File: config.mk
export PLATFORM = sky130hd
export DESIGN_NAME = adcsq_ctrl
export DESIGN_NICKNAME = d
export VERILOG_FILES = /design/src/adcsq_pkg.sv /design/src/adcsq_clkdiv.sv /design/src/adcsq_ctrl.sv
export SDC_FILE = /design/constraint.sdc
export NUM_CORES = 1
export LEC_CHECK = 0
export BUFFER_PORTS_ARGS = -buffer_cell sky130_fd_sc_hd__buf_2
export CAP_MARGIN = 20
export CORE_MARGIN = 2
export CORE_UTILIZATION = 54
export CTS_BUF_LIST = sky130_fd_sc_hd__clkbuf_16
export DETAILED_ROUTE_END_ITERATION = 8
export PLACE_DENSITY_LB_ADDON = 0.1
export SETUP_SLACK_MARGIN = 0.2
export SLEW_MARGIN = 20
export SYNTH_ARGS = -nofsm -noshare
export SYNTH_HDL_FRONTEND = slang
export SYNTH_SLANG_ARGS = --single-unit
File: constraint.sdc
create_clock -name i_sys_clk -period 2.2 [get_ports i_sys_clk]
set_input_delay 0.22 -clock i_sys_clk [delete_from_list [all_inputs] [get_ports i_sys_clk]]
set_output_delay 0.22 -clock i_sys_clk [all_outputs]
set_load 0.05 [all_outputs]
File: src/adcsq_pkg.sv
package adcsq_pkg;
    // Register map (word index on the plain port)
    localparam logic [2:0] ADDR_CTRL0    = 3'h0;
    localparam logic [2:0] ADDR_CTRL1    = 3'h1;
    localparam logic [2:0] ADDR_PIN_EN   = 3'h2;
    localparam logic [2:0] ADDR_RES_LO   = 3'h3;
    localparam logic [2:0] ADDR_RES_HI   = 3'h4;
    localparam logic [2:0] ADDR_IRQ_CTRL = 3'h5;

    // converter_control_0 fields
    localparam int CTRL0_START_BIT = 7;
    localparam int CTRL0_BUSY_BIT  = 6;
    localparam int CTRL0_OFF_BIT   = 5;
    // converter_control_1 fields
    localparam int CTRL1_CHUP_BIT  = 7;
    localparam int CTRL1_REF_BIT   = 3;
    // irq control fields
    localparam int IRQ_GLOBAL_BIT  = 0;
    localparam int IRQ_CONV_BIT    = 1;
    localparam int IRQ_FLAG_BIT    = 2;

    // Reset values
    localparam logic [7:0] CTRL0_RST   = 8'h60;
    localparam logic [7:0] CTRL1_RST   = 8'h00;
    localparam logic [4:0] PIN_EN_RST  = 5'h1f;

    // Conversion timing
    localparam int          CONV_PERIODS = 16;
    localparam logic [2:0]  DIV_UNDEF    = 3'h7;
    localparam int          RES_BITS     = 12;

    typedef struct packed {
        logic [4:0] pin_analog;
        logic [4:0] pull_up_keep;
        logic [4:0] dir_override;
        logic       ref_from_pin;
        logic       power_off;
        logic [3:0] channel;
    } adcsq_front_t;

    typedef struct packed {
        logic [7:0] addr;
        logic [7:0] wdata;
        logic       wr;
        logic       rd;
    } adcsq_bus_t;
endpackage : adcsq_pkg

File: src/adcsq_clkdiv.sv
`timescale 1ns/10ps
module adcsq_clkdiv (
    input  wire logic       i_sys_clk,
    input  wire logic       i_rstn,
    input  wire logic       i_clear,
    input  wire logic [2:0] i_div_code,
    output logic            o_tick
);
    import adcsq_pkg::*;

    logic [5:0] count;
    logic [5:0] limit;
    logic       wrap;

    // Division ratio 2^code, code 7 gives no ticks
    assign limit = 6'((7'h1 << i_div_code) - 7'h1);
    assign wrap  = (count >= limit);

    always_ff @(posedge i_sys_clk or negedge i_rstn) begin
        if (!i_rstn) begin
            count  <= 6'h0;
            o_tick <= 1'b0;
        end else if (i_clear || i_div_code == DIV_UNDEF) begin
            count  <= 6'h0;
            o_tick <= 1'b0;
        end else begin
            count  <= wrap ? 6'h0 : 6'(count + 6'h1);
            o_tick <= wrap;
        end
    end
endmodule : adcsq_clkdiv

File: src/adcsq_ctrl.sv
`timescale 1ns/10ps
// Notes on behaviour
// Enabled pin goes analog, other functions off
// Analog pin drops its pull-up
// Analog enable overrides port direction
// Reference select picks pin or supply
// Power-off bit shuts converter down
// Software pulses start high then low
// Busy falls at end, result readable
// Conversion takes sixteen divided clocks
// Interrupt needs global and converter enables
// Result is twelve bits, full scale fff
// One step is reference over 4096
// Transitions offset half step, last 1.5
// Conversion runs on its own
// Software sets divider, power, channel, pins
// Channel upper bit and lower three split
// Divider 1 to 64, code 7 undefined
// Start held high keeps converter reset
// End clears busy and sets flag
// Result split low byte, high nibble
module adcsq_ctrl (
    input  wire logic                      i_sys_clk,
    input  wire logic                      i_rstn,
    input  wire adcsq_pkg::adcsq_bus_t     i_bus,
    output logic [7:0]                     o_rdata,
    output logic                           o_conv_enable,
    output logic [3:0]                     o_conv_channel,
    output logic                           o_sample_strobe,
    input  wire logic [11:0]               i_conv_code,
    output adcsq_pkg::adcsq_front_t        o_front,
    output logic                           o_irq
);
    import adcsq_pkg::*;

    logic [7:0]  ctrl0;
    logic [7:0]  ctrl1;
    logic [4:0]  pin_en;
    logic        irq_global;
    logic        irq_conv;
    logic        irq_flag;
    logic [11:0] result;
    logic        start_q;
    logic        running;
    logic [4:0]  period_cnt;
    logic        tick;
    logic [7:0]  next_rdata;
    logic        wr_ctrl0;
    logic        wr_ctrl1;
    logic        wr_pin;
    logic        wr_irq;
    logic        start_bit;
    logic        start_fall;
    logic        conv_done;
    logic        flag_clear;
    adcsq_front_t next_front;
    logic        read_ok;
    logic        next_busy;
    logic [7:0]  next_ctrl0;
    logic        seq_hold;
    logic        next_running;
    logic        period_step;
    logic [4:0]  next_period;
    logic        next_flag;
    logic        next_irq;
    logic        next_enable;
    logic        next_strobe;

    localparam adcsq_front_t FRONT_RST = '{
        pin_analog:   PIN_EN_RST,
        pull_up_keep: ~PIN_EN_RST,
        dir_override: PIN_EN_RST,
        ref_from_pin: CTRL1_RST[CTRL1_REF_BIT],
        power_off:    CTRL0_RST[CTRL0_OFF_BIT],
        channel:      {CTRL1_RST[CTRL1_CHUP_BIT], CTRL0_RST[2:0]}
    };

    // Write strobe aimed at one register index
    function automatic logic write_hit(input adcsq_bus_t bus,
                                       input logic [2:0] index);
        return bus.wr && bus.addr == {5'h00, index};
    endfunction : write_hit

    assign wr_ctrl0  = write_hit(i_bus, ADDR_CTRL0);
    assign wr_ctrl1  = write_hit(i_bus, ADDR_CTRL1);
    assign wr_pin    = write_hit(i_bus, ADDR_PIN_EN);
    assign wr_irq    = write_hit(i_bus, ADDR_IRQ_CTRL);
    // Reads outside the map return zero
    assign read_ok   = i_bus.rd && i_bus.addr[7:3] == 5'h00;
    assign start_bit = ctrl0[CTRL0_START_BIT];

    // start falling edge
    assign start_fall = start_q && !start_bit;

    // sixteen divided clocks
    assign conv_done  = running && tick && period_cnt == 5'(CONV_PERIODS - 1);
    assign flag_clear = wr_irq && !i_bus.wdata[IRQ_FLAG_BIT];

    // divider from system clock
    adcsq_clkdiv u_div (
        .i_sys_clk  (i_sys_clk),
        .i_rstn     (i_rstn),
        .i_clear    (start_fall),
        .i_div_code (ctrl1[2:0]),
        .o_tick     (tick)
    );

    // analog routing
    assign next_front.pin_analog   = pin_en;
    // pull-up dropped
    assign next_front.pull_up_keep = ~pin_en;
    // direction override
    assign next_front.dir_override = pin_en;
    // reference select
    assign next_front.ref_from_pin = ctrl1[CTRL1_REF_BIT];
    // power off
    assign next_front.power_off    = ctrl0[CTRL0_OFF_BIT];
    // channel split
    assign next_front.channel = {ctrl1[CTRL1_CHUP_BIT], ctrl0[2:0]};

    // result byte split
    always_comb begin
        case (i_bus.addr[2:0])
            ADDR_CTRL0:    next_rdata = ctrl0;
            ADDR_CTRL1:    next_rdata = ctrl1;
            ADDR_PIN_EN:   next_rdata = {3'h0, pin_en};
            ADDR_RES_LO:   next_rdata = result[7:0];
            ADDR_RES_HI:   next_rdata = {4'h0, result[11:8]};
            ADDR_IRQ_CTRL: next_rdata = {5'h0, irq_flag, irq_conv,
                                         irq_global};
            default:       next_rdata = 8'h00;
        endcase
        if (!read_ok) begin
            next_rdata = 8'h00;
        end
    end

    // start high forces busy
    assign next_busy  = (wr_ctrl0 && i_bus.wdata[CTRL0_START_BIT]) ? 1'b1 :
                        conv_done ? 1'b0 : ctrl0[CTRL0_BUSY_BIT];
    // busy bit read-only
    assign next_ctrl0 = wr_ctrl0 ?
                        {i_bus.wdata[7], next_busy, i_bus.wdata[5:0]} :
                        {ctrl0[7], next_busy, ctrl0[5:0]};

    // held in reset
    assign seq_hold     = start_bit || ctrl0[CTRL0_OFF_BIT];
    // autonomous sequencer
    assign next_running = seq_hold   ? 1'b0 :
                          start_fall ? 1'b1 :
                          conv_done  ? 1'b0 : running;
    assign period_step  = running && tick && !conv_done;
    assign next_period  = (seq_hold || start_fall) ? 5'h00 :
                          period_step ? 5'(period_cnt + 5'h01) : period_cnt;

    // flag set wins over clear
    assign next_flag   = conv_done ? 1'b1 : flag_clear ? 1'b0 : irq_flag;
    // gated interrupt
    assign next_irq    = (irq_flag || conv_done) && irq_global && irq_conv;
    // converter power
    assign next_enable = !ctrl0[CTRL0_OFF_BIT];
    assign next_strobe = start_fall && next_enable;

    always_ff @(posedge i_sys_clk or negedge i_rstn) begin
        if (!i_rstn) begin
            ctrl0 <= CTRL0_RST;
        end else begin
            ctrl0 <= next_ctrl0;
        end
    end

    // divider and reference
    always_ff @(posedge i_sys_clk or negedge i_rstn) begin
        if (!i_rstn) begin
            ctrl1 <= CTRL1_RST;
        end else if (wr_ctrl1) begin
            ctrl1 <= i_bus.wdata;
        end
    end

    // pin enables
    always_ff @(posedge i_sys_clk or negedge i_rstn) begin
        if (!i_rstn) begin
            pin_en <= PIN_EN_RST;
        end else if (wr_pin) begin
            pin_en <= i_bus.wdata[4:0];
        end
    end

    // start history
    always_ff @(posedge i_sys_clk or negedge i_rstn) begin
        if (!i_rstn) begin
            start_q <= 1'b0;
        end else begin
            start_q <= start_bit;
        end
    end

    // running state
    always_ff @(posedge i_sys_clk or negedge i_rstn) begin
        if (!i_rstn) begin
            running <= 1'b0;
        end else begin
            running <= next_running;
        end
    end

    // period count
    always_ff @(posedge i_sys_clk or negedge i_rstn) begin
        if (!i_rstn) begin
            period_cnt <= 5'h00;
        end else begin
            period_cnt <= next_period;
        end
    end

    // global enable
    always_ff @(posedge i_sys_clk or negedge i_rstn) begin
        if (!i_rstn) begin
            irq_global <= 1'b0;
        end else if (wr_irq) begin
            irq_global <= i_bus.wdata[IRQ_GLOBAL_BIT];
        end
    end

    // converter enable
    always_ff @(posedge i_sys_clk or negedge i_rstn) begin
        if (!i_rstn) begin
            irq_conv <= 1'b0;
        end else if (wr_irq) begin
            irq_conv <= i_bus.wdata[IRQ_CONV_BIT];
        end
    end

    // request flag
    always_ff @(posedge i_sys_clk or negedge i_rstn) begin
        if (!i_rstn) begin
            irq_flag <= 1'b0;
        end else begin
            irq_flag <= next_flag;
        end
    end

    // twelve-bit code
    always_ff @(posedge i_sys_clk or negedge i_rstn) begin
        if (!i_rstn) begin
            result <= 12'h000;
        end else if (conv_done) begin
            result <= i_conv_code;
        end
    end

    // interrupt output
    always_ff @(posedge i_sys_clk or negedge i_rstn) begin
        if (!i_rstn) begin
            o_irq <= 1'b0;
        end else begin
            o_irq <= next_irq;
        end
    end

    // read data
    always_ff @(posedge i_sys_clk or negedge i_rstn) begin
        if (!i_rstn) begin
            o_rdata <= 8'h00;
        end else begin
            o_rdata <= next_rdata;
        end
    end

    // pin routing out
    always_ff @(posedge i_sys_clk or negedge i_rstn) begin
        if (!i_rstn) begin
            o_front <= FRONT_RST;
        end else begin
            o_front <= next_front;
        end
    end

    // converter enable out
    always_ff @(posedge i_sys_clk or negedge i_rstn) begin
        if (!i_rstn) begin
            o_conv_enable <= !FRONT_RST.power_off;
        end else begin
            o_conv_enable <= next_enable;
        end
    end

    // channel out
    always_ff @(posedge i_sys_clk or negedge i_rstn) begin
        if (!i_rstn) begin
            o_conv_channel <= FRONT_RST.channel;
        end else begin
            o_conv_channel <= next_front.channel;
        end
    end

    // sample strobe
    always_ff @(posedge i_sys_clk or negedge i_rstn) begin
        if (!i_rstn) begin
            o_sample_strobe <= 1'b0;
        end else begin
            o_sample_strobe <= next_strobe;
        end
    end
endmodule : adcsq_ctrl

* Yosys cells after proc, flatten, opt, wreduce, memory -nomap -nowiden *
Cells that the tools add are included.

word-level totals
  flip-flop bits (word level) = 77
  word-level logic and storage cells = 80
  input port bits = 32
  output and inout bits = 36

operators by class
  equality and inequality tests = 10
  shift operators = 1
  multiplexer cells = 14
  order comparisons = 1
  bitwise logic cells = 1
  reduce and logical (&&, ||, !) cells = 28
  add/sub/neg operators = 3

operators with widths
  cell                                                                number
  8-bit one-hot mux with 6 select lines                               1
  1-bit logical AND                                                   14
  6-bit two-way mux                                                   2
  5-bit two-way mux                                                   2
  3-bit == test, second input constant                                3
  8-bit by 1-bit == test with 1-bit output, second input constant     1
  8-bit by 2-bit == test with 1-bit output, second input constant     1
  8-bit by 3-bit == test with 1-bit output, second input constant     1
  8-bit logical NOT                                                   1
  1-bit two-way mux                                                   8
  8-bit two-way mux                                                   1
  6-bit by 1-bit adder with 6-bit output, second input constant       1
  3-bit by 2-bit == test with 1-bit output, second input constant     2
  6-bit greater-or-equal comparator                                   1
  1-bit by 3-bit left shift with 6-bit output, first input constant   1
  6-bit by 1-bit subtractor with 6-bit output, second input constant  1
  5-bit by 1-bit adder with 5-bit output, second input constant       1
  5-bit by 4-bit == test with 1-bit output, second input constant     1
  5-bit logical NOT                                                   1
  5-bit inverter                                                      1
  1-bit logical NOT                                                   4
  1-bit logical OR                                                    4
  2-bit nonzero test                                                  2
  3-bit by 1-bit == test with 1-bit output, second input constant     1
  2 further kinds                                                     2

* Depth between registers and ports, before layout *
Gate-level depths: netlist of the first run.

  depth in word-level cells = 6
  depth in mapped cells = 8
  depth with buffers taken out = 7

* Modules after synthesis *
A second synthesis of the first run with hierarchy kept.

second synthesis, totals
  cells, all modules = 260
  area, all modules = 3,395.8 um^2

by module, submodules not included
  module        cells each  area each (um^2)  sequential area each (um^2)  times used
  adcsq_ctrl    207         2,896.5           1,767.9                      1
  adcsq_clkdiv  53          499.2             175.2                        1

* Least setup slack after synthesis of the first run *
Ideal clock, no wire load.

  path kind = reg-to-reg
  from = register period_cnt[0]
  to = register result[10]
  arrival time = 1,699 ps
  cell stages (with the launch flop) = 7
  path slack = 376 ps
  path buffers = 1
  data required time = 2,075 ps
  library setup time = 125 ps
  clock period less this slack = 1,824 ps
  cell sequence = dfrtp_1 ha_1 and3_1 ha_1 nand3_1 buf_2 mux2_2

on the way
  cells in the longest elaborated chain, start to end = 2

RTL lines
  element                                   RTL line           text
  start, declared                           adcsq_ctrl.sv:45   logic [4:0] period_cnt;
  start signal, assigned                    adcsq_ctrl.sv:213  period_cnt <= next_period;
  5-bit by 4-bit == test with 1-bit output  adcsq_ctrl.sv:96   assign conv_done = running && tick && period_cnt == 5'(CONV_PERIODS - 1);
  1-bit logical AND                         adcsq_ctrl.sv:96
  end signal, assigned                      adcsq_ctrl.sv:249  result <= i_conv_code;
  end, declared                             adcsq_ctrl.sv:42   logic [11:0] result;

No other way between the ends.
A chain may end at the register's enable or synchronous reset.

* Worst setup path in the final report of the first run *
  from = register ctrl1[1]
  to = register u_div.count[1]

on the way
  cells in the longest elaborated chain, start to end = 5
  elaborated cells between the ends (all ways) = 7
  those cells by class = add/sub (1); order compare (1); eq/ne (1); shift (1); mux (2); reduce/logical (1)

RTL lines
  element                                      RTL line            text
  start, declared                              adcsq_ctrl.sv:37    logic [7:0] ctrl1;
  start signal, assigned                       adcsq_ctrl.sv:177   ctrl1 <= i_bus.wdata;
  1-bit by 3-bit left shift with 6-bit output  adcsq_clkdiv.sv:16  assign limit = 6'((7'h1 << i_div_code) - 7'h1);
  6-bit by 1-bit subtractor with 6-bit output  adcsq_clkdiv.sv:16
  6-bit greater-or-equal comparator            adcsq_clkdiv.sv:17  assign wrap = (count >= limit);
  6-bit two-way mux                            adcsq_clkdiv.sv:27  count <= wrap ? 6'h0 : 6'(count + 6'h1);
  6-bit two-way mux (*)                        adcsq_clkdiv.sv:23  end else if (i_clear || i_div_code == DIV_UNDEF) begin
  end signal, assigned                         adcsq_clkdiv.sv:27
  end, declared                                adcsq_clkdiv.sv:11  logic [5:0] count;

Every way passes the cells marked *; elsewhere a longest branch is shown, timed or not.

==> impl_metrics.toml, run 1 <==
[place]
port_buffers = 67
dpl.hpwl_um = 4259
pre_cts_ws_ps = 255.5
place_congestion = 0.7546

[worst_setup_path]
path_cells = "or3_1 > ha_1 > nand2b_1 > a21oi_1 > o211ai_1 > buf_4 > nor2_1"
crit_fanout = 8
cp-startpoint = "ctrl1[1]$_DFFE_PN0P_"
cp.depth = 7
critical_path_class = "reg -> reg"
critPathLaunchType = "flop"
slowest_delay_ps = 450
critical-path-slowest-cell = "dfrtp_2"
critPathCaptureType = "flop"
path_buf_inv = 1
crit_family = "simple AND/OR/NAND/NOR gates"
reg2reg_slack_ps = 350
cp.required_ps = 2450
r2r_cells = 7
worstPathArrival_ps = 2100
r2r-start = "ctrl1[1]$_DFFE_PN0P_"

[route]
dr.pass1.iters = 4
finalWirelength_um = 6011
num_vias = 2129
first_iter_violations = 83
postRouteAntennaNets = 0
drc = 0
wl_per_cell_um = 15.07
vias_per_cell = 5.336

[clock_tree]
h-tree-depth = 3
root_buffer = "clkbuf_16"
tritoncts = "built"
clock-sinks = 77
worstSkewPairLatency_ps = 320
clockBufferDepth = 2
cts_buffers = 9
clk_pin_slew_ps = 60

[pwr]
peakVddDrop_mv = 0.5881
p_leak_nw = 2.024
p_per_area_nw_per_um2 = 873.8
total_power_mw = 3.491

[global_route]
grt_start_max_net_pins = 46
grt_pass1_wl_um = 9853
grt_pass1_vias = 2057
grt_overflow = 0
gr-usage-all-layers = 0.1986
antenna_found_initial = 0

[sta]
tns_ps = 0
skew_ps = 4.097
rsz0062_at_grt = "false"
setup_viol = 0
tightest_slew_ps = 422.2
finalHoldViolations = 0
slew_headroom = 0.7185
maxSlewViolCount = 0
post-route-period-util = 0.8391
max_freq_mhz = 541.7
setup_slack_ps = 354.0
period_needed_ps = 1846

[die]
io_pins = 68
row_count = 28
die_area_um2 = 6842
initial_core_util = 0.5618
die_y_um = 82.72
core_um2 = 5956
die_w_um = 82.72

[final_layout]
antennaDiodeCount = 0
areaGrowthSynthToFinish_pct = 19.41
nNetsFinal = 360
drive_above_1_share = 0.3981

[logic_synthesis]
yosysMostFrequentCell = "dfrtp_1"
ys_types = 47
netlist_area_um2 = 3346
ys_seq_area_frac = 0.5808
synth_top_area_cell = "dfrtp_1"
synth_common_cells = "64 x dfrtp_1, 22 x nor2_1, 16 x mux2_2"
synth_seq_cells = 77
yosysWarnings = 0
async_flop_share = 1.000
avgSynthCellArea_um2 = 13.22
synth_area_leaders = "dfrtp_1 48%, dfstp_2 10%, mux2_2 5.4%, mux2_1 4.4%, ha_1 3.4%"
synth_fp_nets = 294
synth_edf_count = 0
syn-instance-count = 253
synth_ff_type = "dfrtp_1"
synth_top_cell_area_share = 0.4787

[run]
maxCapViolations = 0

[run_status]
outcome = "complete, no violations"

[hold_path]
min_path_type = "in -> reg"
min_from = "i_bus[8]"
hold_depth = 2
power breakdown:
| group | switching, mW | internal [mW] | total, mW |
|---|---|---|---|
| clock network | 0.526 | 0.861 | 1.39 |
| logic | 0.289 | 0.206 | 0.495 |
| registers | 0.0813 | 1.53 | 1.61 |
| total | 0.896 | 2.59 | 3.49 |
repair_timing:
action | 4_1_cts | 5_1_grt
endpoints found under the hold margin | 27 | 0
resized for setup | 0 | 1
buffers inserted | 0 | 1
setup endpoints to repair | 0 | 6
hold buffers | 1 | 0
layout by cell type (no fill, tap or decap), drive strengths merged, types with 3 or more instances in the layout:
cell type / netlist / layout
mux2: 35 / 35
xor2: 4 / 4
mux2i: 8 / 8
nand2: 11 / 11
nand3: 4 / 4
a21oi: 7 / 7
ha: 9 / 9
mux4: 3 / 3
clkinv: 0 / 4
nor2: 23 / 23
clkbuf: 1 / 9
inv: 13 / 14
nor2b: 3 / 3
dfstp: 13 / 13
a22oi: 4 / 4
o21ai: 4 / 4
buf: 15 / 70
dfrtp: 64 / 64
xnor2: 3 / 3
worst paths after layout:
kind,endpoint
setup / recovery,u_div.count[1]$_DFF_PN0_
hold / removal,ctrl1[6]$_DFFE_PN0P_
setup reg to reg,u_div.count[1]$_DFF_PN0_
hold reg to reg,o_front[18]$_DFF_PN1_
max in group asynchronous,o_front[19]$_DFF_PN1_
min in group asynchronous,ctrl0[4]$_DFFE_PN0P_
registers in the layout, summed over array words and instances, names as in the netlist, 5 cells and up:
signal       flops
result          12
pin_en           5
u_div.count      6
o_front         16
ctrl1            8
o_rdata          8
ctrl0            8
period_cnt       5
stage by stage:
stage | utilization | hold slack [ps] | cell area, µm² | cells
3_3_place_gp | 0.6200 | 184.5 | 3692 | 381
2_1_floorplan | - | -75.59 | 3346 | 253
5_1_grt | 0.6708 | 111.3 | 3995 | 399
6_report | 0.6708 | 111.9 | 3995 | 399
4_1_cts | 0.6693 | 111.4 | 3986 | 398
3_5_place_dp | 0.6200 | 184.3 | 3692 | 381
layout make-up:
| cell class | instances | area, µm² |
|---|---|---|
| Inverter | 13 | 48.80 |
| Timing Repair Buffer | 71 | 382.9 |
| Clock inverter | 7 | 58.81 |
| Clock buffer | 9 | 225.2 |
| Fill cell | 463 | 1961 |
| Multi-Input combinational cell | 147 | 1241 |
| Sequential cell | 77 | 1944 |
| Tap cell | 75 | 93.84 |
kinds of logic after synthesis:
kind of cell | Yosys count | synth area share
flip-flops | 77 | 0.5808
buffers and inverters | 29 | 0.04824
AO/OA/AOI/OAI | 25 | 0.04749
XOR/XNOR | 7 | 0.01832
AND/OR/NAND/NOR | 60 | 0.1028
adder cells (fa/ha/maj) | 9 | 0.03366
multiplexers | 46 | 0.1687
metal layers:
metal | track usage | share of wire | vias to the layer above
met5 | 0 | 0 | -
met4 | 0.1000 | 0.027 | 0
met3 | 0.03696 | 0.038 | 18
met2 | 0.3105 | 0.48 | 48
met1 | 0.2662 | 0.46 | 1058
li1 | - | - | 1005
No activity file was read; power rests on OpenSTA's default activity.
==> run 2: changes to the inputs <==
--- a/config.mk
+++ b/config.mk
@@ -8,7 +8,7 @@
 export BUFFER_PORTS_ARGS = -buffer_cell sky130_fd_sc_hd__buf_2
 export CAP_MARGIN = 20
 export CORE_MARGIN = 2
-export CORE_UTILIZATION = 54
+export CORE_UTILIZATION = 49
 export CTS_BUF_LIST = sky130_fd_sc_hd__clkbuf_16
 export DETAILED_ROUTE_END_ITERATION = 8
 export PLACE_DENSITY_LB_ADDON = 0.1
==> constraint.sdc (replaced) <==
create_clock -name i_sys_clk -period 1.5 [get_ports i_sys_clk]
set_input_delay 0.15 -clock i_sys_clk [delete_from_list [all_inputs] [get_ports i_sys_clk]]
set_output_delay 0.15 -clock i_sys_clk [all_outputs]
set_load 0.05 [all_outputs]
==> run 2 against run 1 <==
Against the previous run: the run now ends with negative setup slack left; clock-buffer cell count stayed put; die area increased by 9.7%; sequential share of layout area decreased by 5.8 points; critical path type unchanged; largest cell class unchanged.
==> impl_metrics.toml, run 2 (same netlist as run 1, synthesis figures left out) <==
[clock_tree]
clock-sinks = 77
worstSkewPairLatency_ps = 330
cts_buffers = 9
clk_pin_slew_ps = 60
clockBufferDepth = 2
root_buffer = "clkbuf_16"
tritoncts = "built"
h-tree-depth = 3

[final_layout]
nNetsFinal = 386
antennaDiodeCount = 0
n_fill_cell = 497
top_register = "o_front"
areaGrowthSynthToFinish_pct = 35.42
final_common_cell = "buf_2"
mostFrequentLayoutCells = "66 x buf_2, 64 x dfrtp_1, 20 x mux2_4, 18 x buf_4, 16 x nor2_1"
fin_util = 0.6781
drive_above_1_share = 0.5158
largest_reg_flops = 16
top_regs = "o_front x16, result x12"

[sta]
rsz0062_at_grt = "true"
tns_ps = -3091
maxSlewViolCount = 0
period_needed_ps = 1737
tightest_slew_ps = 378.9
post-route-period-util = 1.158
setup_viol = 25
max_freq_mhz = 575.6
setup_slack_ps = -237.4
skew_ps = 5.497
finalHoldViolations = 0
slew_headroom = 0.7474

[die]
initial_core_util = 0.5007
core_um2 = 6681
die_y_um = 86.63
io_pins = 68
row_count = 30
die_w_um = 86.63
die_area_um2 = 7505

[pwr]
peakVddDrop_mv = 0.8242
p_leak_nw = 2.272
p_per_area_nw_per_um2 = 1225
total_power_mw = 5.549

[worst_setup_path]
worstPathArrival_ps = 1960
cp.required_ps = 1720
cp-startpoint = "ctrl1[2]$_DFFE_PN0P_"
critPathLaunchType = "flop"
critical_path_class = "reg -> reg"
critPathCaptureType = "flop"
crit_fanout = 6
r2r-start = "ctrl1[2]$_DFFE_PN0P_"

[route]
postRouteAntennaNets = 0
drt-met1-wl_um = 3141
dr.pass1.iters = 4
wl_per_cell_um = 16.81
first_iter_violations = 93
drc = 0
met3_length_um = 285
vias_per_cell = 5.186
wl_met2_um = 3662
finalWirelength_um = 7210
num_vias = 2225
highest-signal-layer = "met4"

[global_route]
grt_overflow = 0
grt_start_max_net_pins = 39
grt_pass1_vias = 2236
grt_pass1_wl_um = 11160
antenna_found_initial = 0
gr-usage-all-layers = 0.2002

[run_status]
outcome = "finished with violations"
violations = "negative setup slack"

[place]
dpl.hpwl_um = 4879
port_buffers = 67
place_congestion = 0.7386

[run]
maxCapViolations = 0

[hold_path]
min_from = "i_bus[8]"
min_path_type = "in -> reg"
==> run 2: changes by cell type in the layout (fill, tap and decap cells not counted), sizes merged <==
cell and change:
inv -1, buf +26, bufinv +1, clkinv -1
==> run 2: worst max-delay path, stage by stage (launching register included) <==
cell and delay [ps]:
dfrtp_1 390, or3_4 390, ha_4 270, nand2b_4 120, a21oi_4 50, o211ai_1 160, buf_4 190, nor2_1 50
==> run 2: through the flow <==
stage | instances | hold WS [ps] | setup slack, ps | area [µm²]
floorplan | 253 | -145.6 | -187.8 | 3460
global placement | 404 | 65.59 | -283.1 | 3953
detailed placement | 404 | 66.95 | -329.0 | 3953
CTS | 427 | 28.21 | -224.9 | 4417
global route | 429 | 29.20 | -312.7 | 4531
finish | 429 | 31.69 | -237.4 | 4531
==> run 2: per-layer routing <==
metal  global-route usage  vias to the layer above
li1                     -                     1061
met1               0.2615                     1104
met2               0.3238                       50
met3              0.04667                       10
met4              0.08097                        0
met5                    0                        -
==> run 2: cell type report <==
class	count	area (µm²)	share of cell area
timing repair buffer	97	674.4	0.1489
tap	80	100.1	0.02209
multi-input combinational	147	1460	0.3223
clock inverter	6	78.83	0.01740
clock buffer	9	225.2	0.04971
inverter	13	48.80	0.01077
sequential	77	1943	0.4289
==> run 2: repair_timing <==
action                                  CTS  global route
endpoints found under the hold margin    22             0
cloned                                    1             0
pin swaps                                11            13
gates resized for setup                  14            21
hold buffers                              1             0
endpoints found under the setup margin   29            30
buffers inserted                          6             2
==> run 2: final timing paths <==
check	slack, ps	cells past startpoint	endpoint
setup / recovery	-240	7	u_div.count[1]$_DFF_PN0_
hold reg to reg	370	0	o_front[16]$_DFF_PN1_
min in group asynchronous	270	2	ctrl0[4]$_DFFE_PN0P_
max in group asynchronous	620	3	pin_en[1]$_DFFE_PN1P_
hold / removal	30	2	ctrl1[6]$_DFFE_PN0P_
setup reg to reg	-240	7	u_div.count[1]$_DFF_PN0_
==> run 2: where the power goes <==
group          total, mW  switching [mW]  leakage (nW)  internal [mW]
logic              0.944           0.522          1.18          0.422
registers           2.38           0.135         0.946           2.24
clock network       2.23           0.799         0.144           1.43
total               5.55            1.46          2.27           4.09
